`src/pdmo_pkg.sv`:
```
// Purpose : Shared constants and types for the PDM shared-line output block
// Assumes : System clock mclk at 100 MHz; link clock sampled as a plain input
// Notes   : Timing counts derive from times in their own units
package pdmo_pkg;

  // ----------------------------------------------------------------------
  // Timing
  // ----------------------------------------------------------------------
  localparam int unsigned MCLK_HZ        = 100_000_000;
  localparam int unsigned SLEEP_FREQ_HZ  = 1_000;      // Below this the block sleeps
  // Longest link clock period tolerated before sleep, in system cycles (round down)
  localparam int unsigned SLEEP_CYCLES   = MCLK_HZ / SLEEP_FREQ_HZ;
  localparam int unsigned WAKE_LINK_CYC  = 32_768;     // Link cycles before first drive
  localparam int unsigned IDLE_CNT_W     = 17;
  localparam int unsigned WAKE_CNT_W     = 16;
  localparam logic [IDLE_CNT_W-1:0] IDLE_ZERO = 17'h00000;
  localparam logic [WAKE_CNT_W-1:0] WAKE_ZERO = 16'h0000;

  // ----------------------------------------------------------------------
  // Buffer shape
  // ----------------------------------------------------------------------
  localparam int unsigned FIFO_DEPTH = 4;
  localparam int unsigned FIFO_WIDTH = 1;

  // ----------------------------------------------------------------------
  // Types
  // ----------------------------------------------------------------------
  typedef enum logic [1:0] {PDMO_SLEEP, PDMO_WAKE, PDMO_RUN} pdmo_state_e;

  // Data pin as two signals
  typedef struct packed {
    logic dout;   // Level driven
    logic oe_n;   // Low while driving
  } pdmo_pin_s;

endpackage

```
`src/pdmo_fifo.sv`:
```
// Purpose : Small valid/ready FIFO for the modulator bit stream
// Assumes : One clock, synchronous use only
// Notes   : Depth must be a power of two
`timescale 1ns/1ns
module pdmo_fifo
  import pdmo_pkg::*;
#(
  parameter int unsigned WIDTH = 1,
  parameter int unsigned DEPTH = 4
) (
  input  wire logic             mclk,      // System clock
  input  wire logic             rstn,      // Async reset, active low
  input  wire logic             in_valid,  // Write request
  output logic                  in_ready,  // Space available
  input  wire logic [WIDTH-1:0] in_data,   // Write word
  output logic                  out_valid, // Word available
  input  wire logic             out_ready, // Read accept
  output logic [WIDTH-1:0]      out_data   // Head word
);

  localparam int unsigned AW = $clog2(DEPTH);

  logic [WIDTH-1:0] mem [DEPTH];
  logic [AW-1:0]    wr_ptr;
  logic [AW-1:0]    rd_ptr;
  logic [AW:0]      count;
  logic             do_wr;
  logic             do_rd;

  // ----------------------------------------------------------------------
  // Handshake
  // ----------------------------------------------------------------------
  assign in_ready  = (count != (AW+1)'(DEPTH));
  assign out_valid = (count != '0);
  assign out_data  = mem[rd_ptr];
  assign do_wr     = in_valid && in_ready;
  assign do_rd     = out_valid && out_ready;

  // Storage has no reset; only pointers and count need a defined value
  always_ff @(posedge mclk) begin
    if (do_wr) begin
      mem[wr_ptr] <= in_data;
    end
  end

  // Pointers and fill level
  always_ff @(posedge mclk or negedge rstn) begin
    if (!rstn) begin
      wr_ptr <= '0;
      rd_ptr <= '0;
      count  <= '0;
    end else begin
      if (do_wr) begin
        wr_ptr <= wr_ptr + 1'b1;
      end
      if (do_rd) begin
        rd_ptr <= rd_ptr + 1'b1;
      end
      if (do_wr && !do_rd) begin
        count <= count + 1'b1;
      end else if (do_rd && !do_wr) begin
        count <= count - 1'b1;
      end
    end
  end

endmodule

```
`src/pdmo_top.sv`:
```
// Purpose : Drives a 1-bit PDM stream onto a shared, half-period data line
// Assumes : Link clock comes from the host; modulator bits arrive on mclk
// Notes   : Link clock is sampled by mclk, so edges are seen ~20-30 ns late
`timescale 1ns/1ns

// Functional notes
// - One modulator bit per link period out
// - Left on falling, right on rising edge
// - Release line for the other half
// - Select low right slot, high left
// - Drive only on own channel edge
// - Link clock under 1 kHz: sleep, hi-Z
// - Drive only after 32768 link cycles
// - Ones density encodes signal amplitude
module pdmo_top
  import pdmo_pkg::*;
(
  input  wire logic mclk,       // System clock, 100 MHz
  input  wire logic rstn,       // Async reset, active low
  input  wire logic link_clk,   // Clock pin from host
  input  wire logic lr_select,  // Channel select pin, high = left
  input  wire logic mod_valid,  // Modulator bit valid
  output logic      mod_ready,  // Buffer can accept a bit
  input  wire logic mod_bit,    // Modulator PDM bit
  output logic      data_out,   // Data pin level
  output logic      data_oe_n,  // Data pin enable, low drives
  output logic      asleep      // Sleep state flag
);

  localparam int unsigned FILL_W = $clog2(FIFO_DEPTH) + 1;  // Fill level holds 0 to depth

  pdmo_state_e state;
  pdmo_state_e next_state;
  logic [2:0]            clk_sync;   // [0] first stage, read only by [1]
  logic [1:0]            sel_sync;
  logic                  left_sel;
  logic                  rise;
  logic                  fall;
  logic                  own_edge;
  logic                  other_edge;
  logic [IDLE_CNT_W-1:0] idle_cnt;
  logic [WAKE_CNT_W-1:0] wake_cnt;
  logic                  idle_hit;
  logic                  fifo_in_ready;
  logic                  fifo_valid;
  logic                  fifo_pop;
  logic                  fifo_wr;
  logic [FILL_W-1:0]     fill;       // Shadow of the buffer fill level
  logic [FILL_W-1:0]     next_fill;
  logic [FIFO_WIDTH-1:0] fifo_data;
  pdmo_pin_s             pin;

  // ----------------------------------------------------------------------
  // Input synchronisers and edge detection
  // ----------------------------------------------------------------------
  // Two flops before any logic; third flop only for edge compare
  always_ff @(posedge mclk or negedge rstn) begin
    if (!rstn) begin
      clk_sync <= 3'h0;
    end else begin
      clk_sync <= {clk_sync[1:0], link_clk};
    end
  end

  always_ff @(posedge mclk or negedge rstn) begin
    if (!rstn) begin
      sel_sync <= 2'h0;
    end else begin
      sel_sync <= {sel_sync[0], lr_select};
    end
  end

  assign left_sel = sel_sync[1];
  assign rise       = clk_sync[1] && !clk_sync[2];
  assign fall       = !clk_sync[1] && clk_sync[2];
  assign own_edge   = left_sel ? fall : rise;
  assign other_edge = left_sel ? rise : fall;

  // ----------------------------------------------------------------------
  // Clock activity monitor
  // ----------------------------------------------------------------------
  // detect stopped clock
  // A period longer than SLEEP_CYCLES of mclk means below the sleep frequency
  assign idle_hit = (idle_cnt == IDLE_CNT_W'(SLEEP_CYCLES - 1));

  always_ff @(posedge mclk or negedge rstn) begin
    if (!rstn) begin
      idle_cnt <= IDLE_ZERO;
    end else if (rise || state == PDMO_SLEEP) begin
      idle_cnt <= IDLE_ZERO;
    end else if (!idle_hit) begin
      idle_cnt <= idle_cnt + 1'b1;
    end
  end

  // ----------------------------------------------------------------------
  // Sleep / wake sequencing
  // ----------------------------------------------------------------------
  always_comb begin
    next_state = state;
    unique case (state)
      PDMO_SLEEP: begin
        if (rise) begin
          next_state = PDMO_WAKE;
        end
      end
      PDMO_WAKE: begin
        if (idle_hit) begin
          next_state = PDMO_SLEEP;
        end else if (rise && wake_cnt == WAKE_CNT_W'(WAKE_LINK_CYC - 1)) begin
          next_state = PDMO_RUN;
        end
      end
      PDMO_RUN: begin
        if (idle_hit) begin
          next_state = PDMO_SLEEP;
        end
      end
    endcase
  end

  always_ff @(posedge mclk or negedge rstn) begin
    if (!rstn) begin
      state <= PDMO_SLEEP;
    end else begin
      state <= next_state;
    end
  end

  always_ff @(posedge mclk or negedge rstn) begin
    if (!rstn) begin
      wake_cnt <= WAKE_ZERO;
    end else if (state != PDMO_WAKE) begin
      wake_cnt <= WAKE_ZERO;
    end else if (rise) begin
      wake_cnt <= wake_cnt + 1'b1;
    end
  end

  // ----------------------------------------------------------------------
  // Modulator bit buffer
  // ----------------------------------------------------------------------
  // Bits are drained one per link period once running; while not running
  // the buffer is flushed so stale bits never reach the line.
  // one bit per period
  assign fifo_pop = fifo_valid && (own_edge || state != PDMO_RUN);

  pdmo_fifo #(
    .WIDTH (FIFO_WIDTH),
    .DEPTH (FIFO_DEPTH)
  ) u_fifo (
    .mclk      (mclk),
    .rstn      (rstn),
    .in_valid  (mod_valid),
    .in_ready  (fifo_in_ready),
    .in_data   (mod_bit),
    .out_valid (fifo_valid),
    .out_ready (fifo_pop),
    .out_data  (fifo_data)
  );

  // Shadow fill level, tracked with the same write and pop terms as the buffer.
  // Registering ready from the live full flag would lag one cycle and let a
  // source that honours ready lose a bit each time the buffer fills.
  assign fifo_wr = mod_valid && fifo_in_ready;

  always_comb begin
    next_fill = fill;
    if (fifo_wr && !fifo_pop) begin
      next_fill = fill + 1'b1;
    end else if (fifo_pop && !fifo_wr) begin
      next_fill = fill - 1'b1;
    end
  end

  always_ff @(posedge mclk or negedge rstn) begin
    if (!rstn) begin
      fill <= '0;
    end else begin
      fill <= next_fill;
    end
  end

  // Ready comes from the fill after this edge, so it never lags the buffer
  always_ff @(posedge mclk or negedge rstn) begin
    if (!rstn) begin
      mod_ready <= 1'b0;
    end else begin
      mod_ready <= (next_fill != FILL_W'(FIFO_DEPTH));
    end
  end

  // ----------------------------------------------------------------------
  // Data pin driver
  // ----------------------------------------------------------------------
  always_ff @(posedge mclk or negedge rstn) begin
    if (!rstn) begin
      pin <= '{dout: 1'b0, oe_n: 1'b1};
    end else if (state != PDMO_RUN) begin
      pin.oe_n <= 1'b1;
    end else if (own_edge) begin
      pin.oe_n <= 1'b0;
      if (fifo_valid) begin
        pin.dout <= fifo_data[0];
      end
    end else if (other_edge) begin
      pin.oe_n <= 1'b1;
    end
  end

  assign data_out  = pin.dout;
  assign data_oe_n = pin.oe_n;

  always_ff @(posedge mclk or negedge rstn) begin
    if (!rstn) begin
      asleep <= 1'b1;
    end else begin
      asleep <= (next_state == PDMO_SLEEP);
    end
  end

endmodule

```
`config.mk`:
```
export PLATFORM = sky130hd
export DESIGN_NAME = pdmo_top
export DESIGN_NICKNAME = d
export VERILOG_FILES = /design/src/pdmo_pkg.sv /design/src/pdmo_fifo.sv /design/src/pdmo_top.sv
export SDC_FILE = /design/constraint.sdc
export NUM_CORES = 1
export LEC_CHECK = 0
export BUFFER_PORTS_ARGS = -buffer_cell sky130_fd_sc_hd__buf_2
export CORE_MARGIN = 2
export CORE_UTILIZATION = 40
export DETAILED_ROUTE_END_ITERATION = 10
export PLACE_DENSITY_LB_ADDON = 0.25
export SLEW_MARGIN = 20
export SYNTH_ARGS = -nofsm -noshare
export SYNTH_HDL_FRONTEND = slang
export SYNTH_SLANG_ARGS = --single-unit
```
`constraint.sdc`:
```
create_clock -name mclk -period 4.88 [get_ports mclk]
set_input_delay 1.464 -clock mclk [delete_from_list [all_inputs] [get_ports mclk]]
set_output_delay 1.464 -clock mclk [all_outputs]
set_load 0.02 [all_outputs]
```
======== After elaboration in Yosys (flattened, before gate mapping) ========
Memory sizes are Yosys's and may differ from the RTL's. A register that Yosys moved wholly into a read port is not among the register bits.
Index checks and enable logic that the tools add are counted.
cells by class
  add/sub/neg operators ................... 8
  equality and inequality tests ........... 9
  mux-type cells .......................... 20
  bitwise gates (word level) .............. 1
  reductions and logical operators ........ 25
operators with widths
  operator               count
  $mux 17                2
  $mux 16                2
  $add 17x1->17 const B  1
  $eq 17x17->1 const B   1
  $add 16x1->16 const B  1
  $eq 16x15->1 const B   1
  $mux 3                 4
  $logic_and 1x1->1      10
  $mux 2                 4
  $mux 1                 7
  $add 3x1->3 const B    2
  $logic_not 1->1        6
  $ne 3x3->1 const B     2
  $pmux 2 s3             1
  $reduce_bool 3->1      2
  $sub 3x1->3 const B    2
  $add 2x1->2 const B    2
  $logic_not 2->1        2
  $ne 2x1->1 const B     2
  $reduce_bool 2->1      2
  $reduce_and 3->1       1
  $eq 2x1->1 const B     1
  $eq 2x2->1 const B     1
  $logic_or 1x1->1       2
  2 further kinds        2
word-level totals
  bits in registers ....................... 53
  RAM bits ................................ 4
  output and inout bits ................... 4
  memories ................................ 1
memories
  memory      depth  bits a word  rd ports  clocked after Yosys merged registers in  wr ports  line             text
  u_fifo.mem  4      1            1         1                                        1         pdmo_fifo.sv:23  logic [WIDTH-1:0] mem [DEPTH];

======== Longest topological paths before layout ========
  word-level depth ........................ 9
  mapped depth ............................ 12
  mapped depth without buffers ............ 11

======== Modules after synthesis ========
A second synthesis with hierarchy kept.
unflattened totals
  cell total of the unflattened synthesis .. 272
  area, all modules ....................... 2964.1 um2
modules (own cells, without submodules)
  module     times used  cells an instance  area each (um2)  seq. area each (um2)
  pdmo_top   1           232                2387.3           1178.6
  pdmo_fifo  1           40                 576.8            295.3

======== Worst setup path before layout ========
No wires, ideal clock.
  path type ............................... in2reg
  start ................................... input port mod_valid
  end ..................................... register u_fifo.count[2]
  library setup time ...................... 0.079 ns
  data arrival time ....................... 2.855 ns
  data required time ...................... 4.801 ns
  path slack .............................. 1.946 ns
  stages on the path ...................... 9
  path buffers ............................ 1
  cells stage by stage .................... clkbuf_1 -> nand2_1 -> inv_1 -> ha_1 -> inv_1 -> fa_1 -> xor2_1 -> nor2_1 -> xor2_1
on the way
  word-level cells in the longest chain between the ends .. 4
ends and longest elaborated chain
  what                                line             text
  start, declared                     pdmo_top.sv:22   input wire logic mod_valid,
  $logic_and 1x1->1 *                 n/a
  named net fifo_wr                   pdmo_top.sv:47   logic fifo_wr;
  $logic_not 1->1                     pdmo_fifo.sv:61  end else if (do_rd && !do_wr) begin
  $logic_and 1x1->1                   pdmo_fifo.sv:61
  $reduce_bool 2->1 (no source line)  n/a
  end signal, assigned                pdmo_fifo.sv:60  count <= count + 1'b1;
  end signal, assigned                pdmo_fifo.sv:62  count <= count - 1'b1;
  end, declared                       pdmo_fifo.sv:26  logic [AW:0] count;
The timed path passes the listed nets; every way through them passes the cells marked *.
A chain may end at the register's enable or synchronous reset.

======== Worst setup path after layout ========
Ends and elaborated chain as after synthesis.

==> flow_metrics.tcl <==
set metrics [dict create \
    fp-row-count 31 \
    setup_tns_ns 0 \
    design.portCount 10 \
    track_usage_pct 13.5 \
    drc 0 \
    max_freq_mhz 376 \
    synth_area_per_cell_um2 10.5 \
    finalMaxSlewViolations 0 \
    hp-class "reg -> reg" \
    cp_data_required_time_ns 5.13 \
    grt_pass1_vias 1999 \
    setup_viol 0 \
    grt_max_degree 30 \
    holdBufCountCts 0 \
    cts_setup_buffers 0 \
    overflow 0 \
    synthesis.nets 308 \
    fin_cells 404 \
    status "finished, final reports clean" \
    numPortBuffers 9 \
    vias 2004 \
    synth_seq_area_share_pct 49.0 \
    hold_violations 0 \
    worstSetupEndpointType "register" \
    final_area_um2 3380 \
    rsz0062_at_grt "no" \
    root_buffer "clkbuf_8" \
    clk_pin_slew_worst_paths_ns 0.06 \
    crit_type "in -> reg" \
    clock_latency_ns 0.33 \
    clockBufferDepth 2 \
    final_util_pct 46.6 \
    drtIter0Drc 79 \
    cp_max_fo 14 \
    total_leakage_power_nw 1.52 \
    drive_gt1_share_pct 12.8 \
    syn-instance-count 287 \
    viasPerCell 4.96 \
    htreeDepth 3 \
    relSlewSlack_pct 50.0 \
    core_um2 7250 \
    routabilityCongestion 0.818 \
    period_needed_ns 2.66 \
    post-route-period-util_pct 54.5 \
    wl_per_cell_um 12.5 \
    worstMarginPinSlew_ns 0.743 \
    detail-route-antenna-nets 0 \
    ys_ff_latch 58 \
    cts_sinks 58 \
    die_h_um 90.8 \
    place_area_um2 3150 \
    cts_resized 0 \
    cts_inserted_buffers 9 \
    cts_tree "yes" \
    max_cap_viol_count 0 \
    drt_pass1_iterations 4 \
    p_per_area_nw_per_um2 464 \
    post-dp-hpwl_um 3510 \
    area_growth_pct 12.4 \
    ir_drop_mv 0.190 \
    nFillCells 698 \
    drt-total-wl_um 5030 \
    dp.cells 388 \
    synthesis.area_um2 3010 \
    synthDistinctLibCells 50 \
    antenna_cells 0 \
    start_kind "primary input" \
    antenna_found_initial 0 \
    fin_skew_ns 0.00850 \
    start_util_pct 41.5 \
    die_x_um 90.8 \
    die_area_um2 8240 \
    worstPathArrival_ns 2.91 \
    nNetsFinal 321 \
    yosysWarnings 0 \
    grt_pass1_wl_um 8960 \
]
[sequential cells by signal, summed over array words and instances (netlist names), 2 cells and up]
register	flops
state	2
fill	3
idle_cnt	17
u_fifo.rd_ptr	2
u_fifo.wr_ptr	2
clk_sync	3
sel_sync	2
wake_cnt	16
u_fifo.count	3
u_fifo.mem	4
[path summary, 6_finish.rpt]
path | from | cells past startpoint | to | slack, ns
setup / recovery | mod_valid | 9 | u_fifo.count[2] | 2.22
hold / removal | sel_sync[0] | 0 | sel_sync[1] | 0.35
setup reg to reg | clk_sync[2] | 9 | u_fifo.count[1] | 2.39
hold reg to reg | sel_sync[0] | 0 | sel_sync[1] | 0.35
max in group asynchronous | rstn | 2 | asleep | 2.90
min in group asynchronous | rstn | 1 | idle_cnt[3] | 1.15
[worst max-delay path: stages]
cell and delay, ns:
buf_2 0.20, nand2_1 0.11, inv_1 0.10, ha_1 0.19
inv_1 0.06, fa_1 0.37, xor2_1 0.15, nor2_1 0.11
xor2_1 0.15
[synth_stat cells (all sizes together)]
master,count,share of area [%]
a21boi,4,1.4
a21oi,4,0.67
a22oi,1,0.25
a31oi,1,0.21
a32oi,1,0.29
a41oi,1,0.29
and2,13,2.7
and3,10,2.1
and3b,1,0.29
and4,3,0.91
and4b,1,0.33
buf,2,0.42
clkbuf,6,0.75
dfrtp,52,43
dfstp,2,1.7
edfxtp,4,4.0
fa,1,0.67
ha,14,5.8
inv,12,1.5
mux2,3,1.1
mux2i,6,2.1
mux4,1,0.75
nand2,25,3.2
nand3,11,1.8
nand4,6,1.5
nor2,31,3.9
nor2b,4,0.91
nor3,4,0.67
nor4,4,0.83
nor4bb,1,0.33
o211ai,1,0.25
o21ai,8,1.3
o221a,1,0.37
o221ai,3,0.87
o22a,1,0.29
o22ai,1,0.21
or2,1,0.21
or3,6,1.2
or3b,1,0.29
or4b,1,0.46
xnor2,19,5.5
xor2,15,4.4
[cell families (layout without fill, tap and decap cells)]
family / after synthesis / after routing / synth area share [%]
AO/OA/AOI/OAI: 27 / 27 / 6.40
AND/OR/NAND/NOR: 123 / 123 / 21.6
buffers and inverters: 20 / 38 / 2.66
multiplexers: 10 / 10 / 3.99
adder cells (fa/ha/maj): 15 / 15 / 6.48
XOR/XNOR: 34 / 34 / 9.89
flip-flops: 58 / 58 / 49.0
[cell usage in the layout, fill, tap and decap left out, types with 2 or more instances in the layout]
cell       instances
ha_1              14
clkinv_1           2
inv_1             12
mux2_2             3
and4_1             2
o221ai_1           3
and3_1            10
clkinv_2           2
a21oi_1            4
nor2_1            31
nand2_1           24
o21ai_0            8
nand4_1            5
edfxtp_1           4
a21boi_0           2
and2_1            13
nor2b_1            3
nor4_1             4
dfrtp_1           52
dfstp_2            2
mux2i_1            5
or3_1              6
nand3_1           11
nor3_1             4
xor2_1            15
xnor2_1           19
clkbuf_8           9
buf_2              9
bufinv_16          3
[layer usage]
layer | part of all wire (%) | GRT usage (%)
met5 | 0 | 0
met4 | 1.9 | 7.05
met1 | 51 | 18.5
met3 | 2.7 | 3.09
met2 | 44 | 20.0
[power by group]
part | switching [mW] | internal (mW) | leakage [nW] | total (mW)
Sequential | 0.0800 | 0.569 | 0.742 | 0.649
Combinational | 0.218 | 0.180 | 0.656 | 0.398
Clock | 0.188 | 0.334 | 0.118 | 0.522
[stage by stage]
step | setup WS, ns | power, mW | hold slack [ns]
6_report | 2.22 | 1.57 | 0.347
5_1_grt | 2.12 | 1.68 | 0.357
4_1_cts | 2.22 | 1.59 | 0.350
3_5_place_dp | 1.89 | 1.06 | 0.335
3_3_place_gp | 1.92 | 1.05 | 0.333
2_1_floorplan | 1.95 | 0.962 | 0.331
[area by class of cell]
class | count | area (um^2) | share of cell area [%]
clock buffers | 9 | 124 | 3.66
well taps | 99 | 124 | 3.66
flip-flops and latches | 58 | 1470 | 43.6
multi-input cells | 209 | 1460 | 43.0
clock inverters | 7 | 108 | 3.18
inverters | 12 | 45.0 | 1.33
repair buffers | 10 | 52.6 | 1.55
Power figures use the tool's default switching activity.
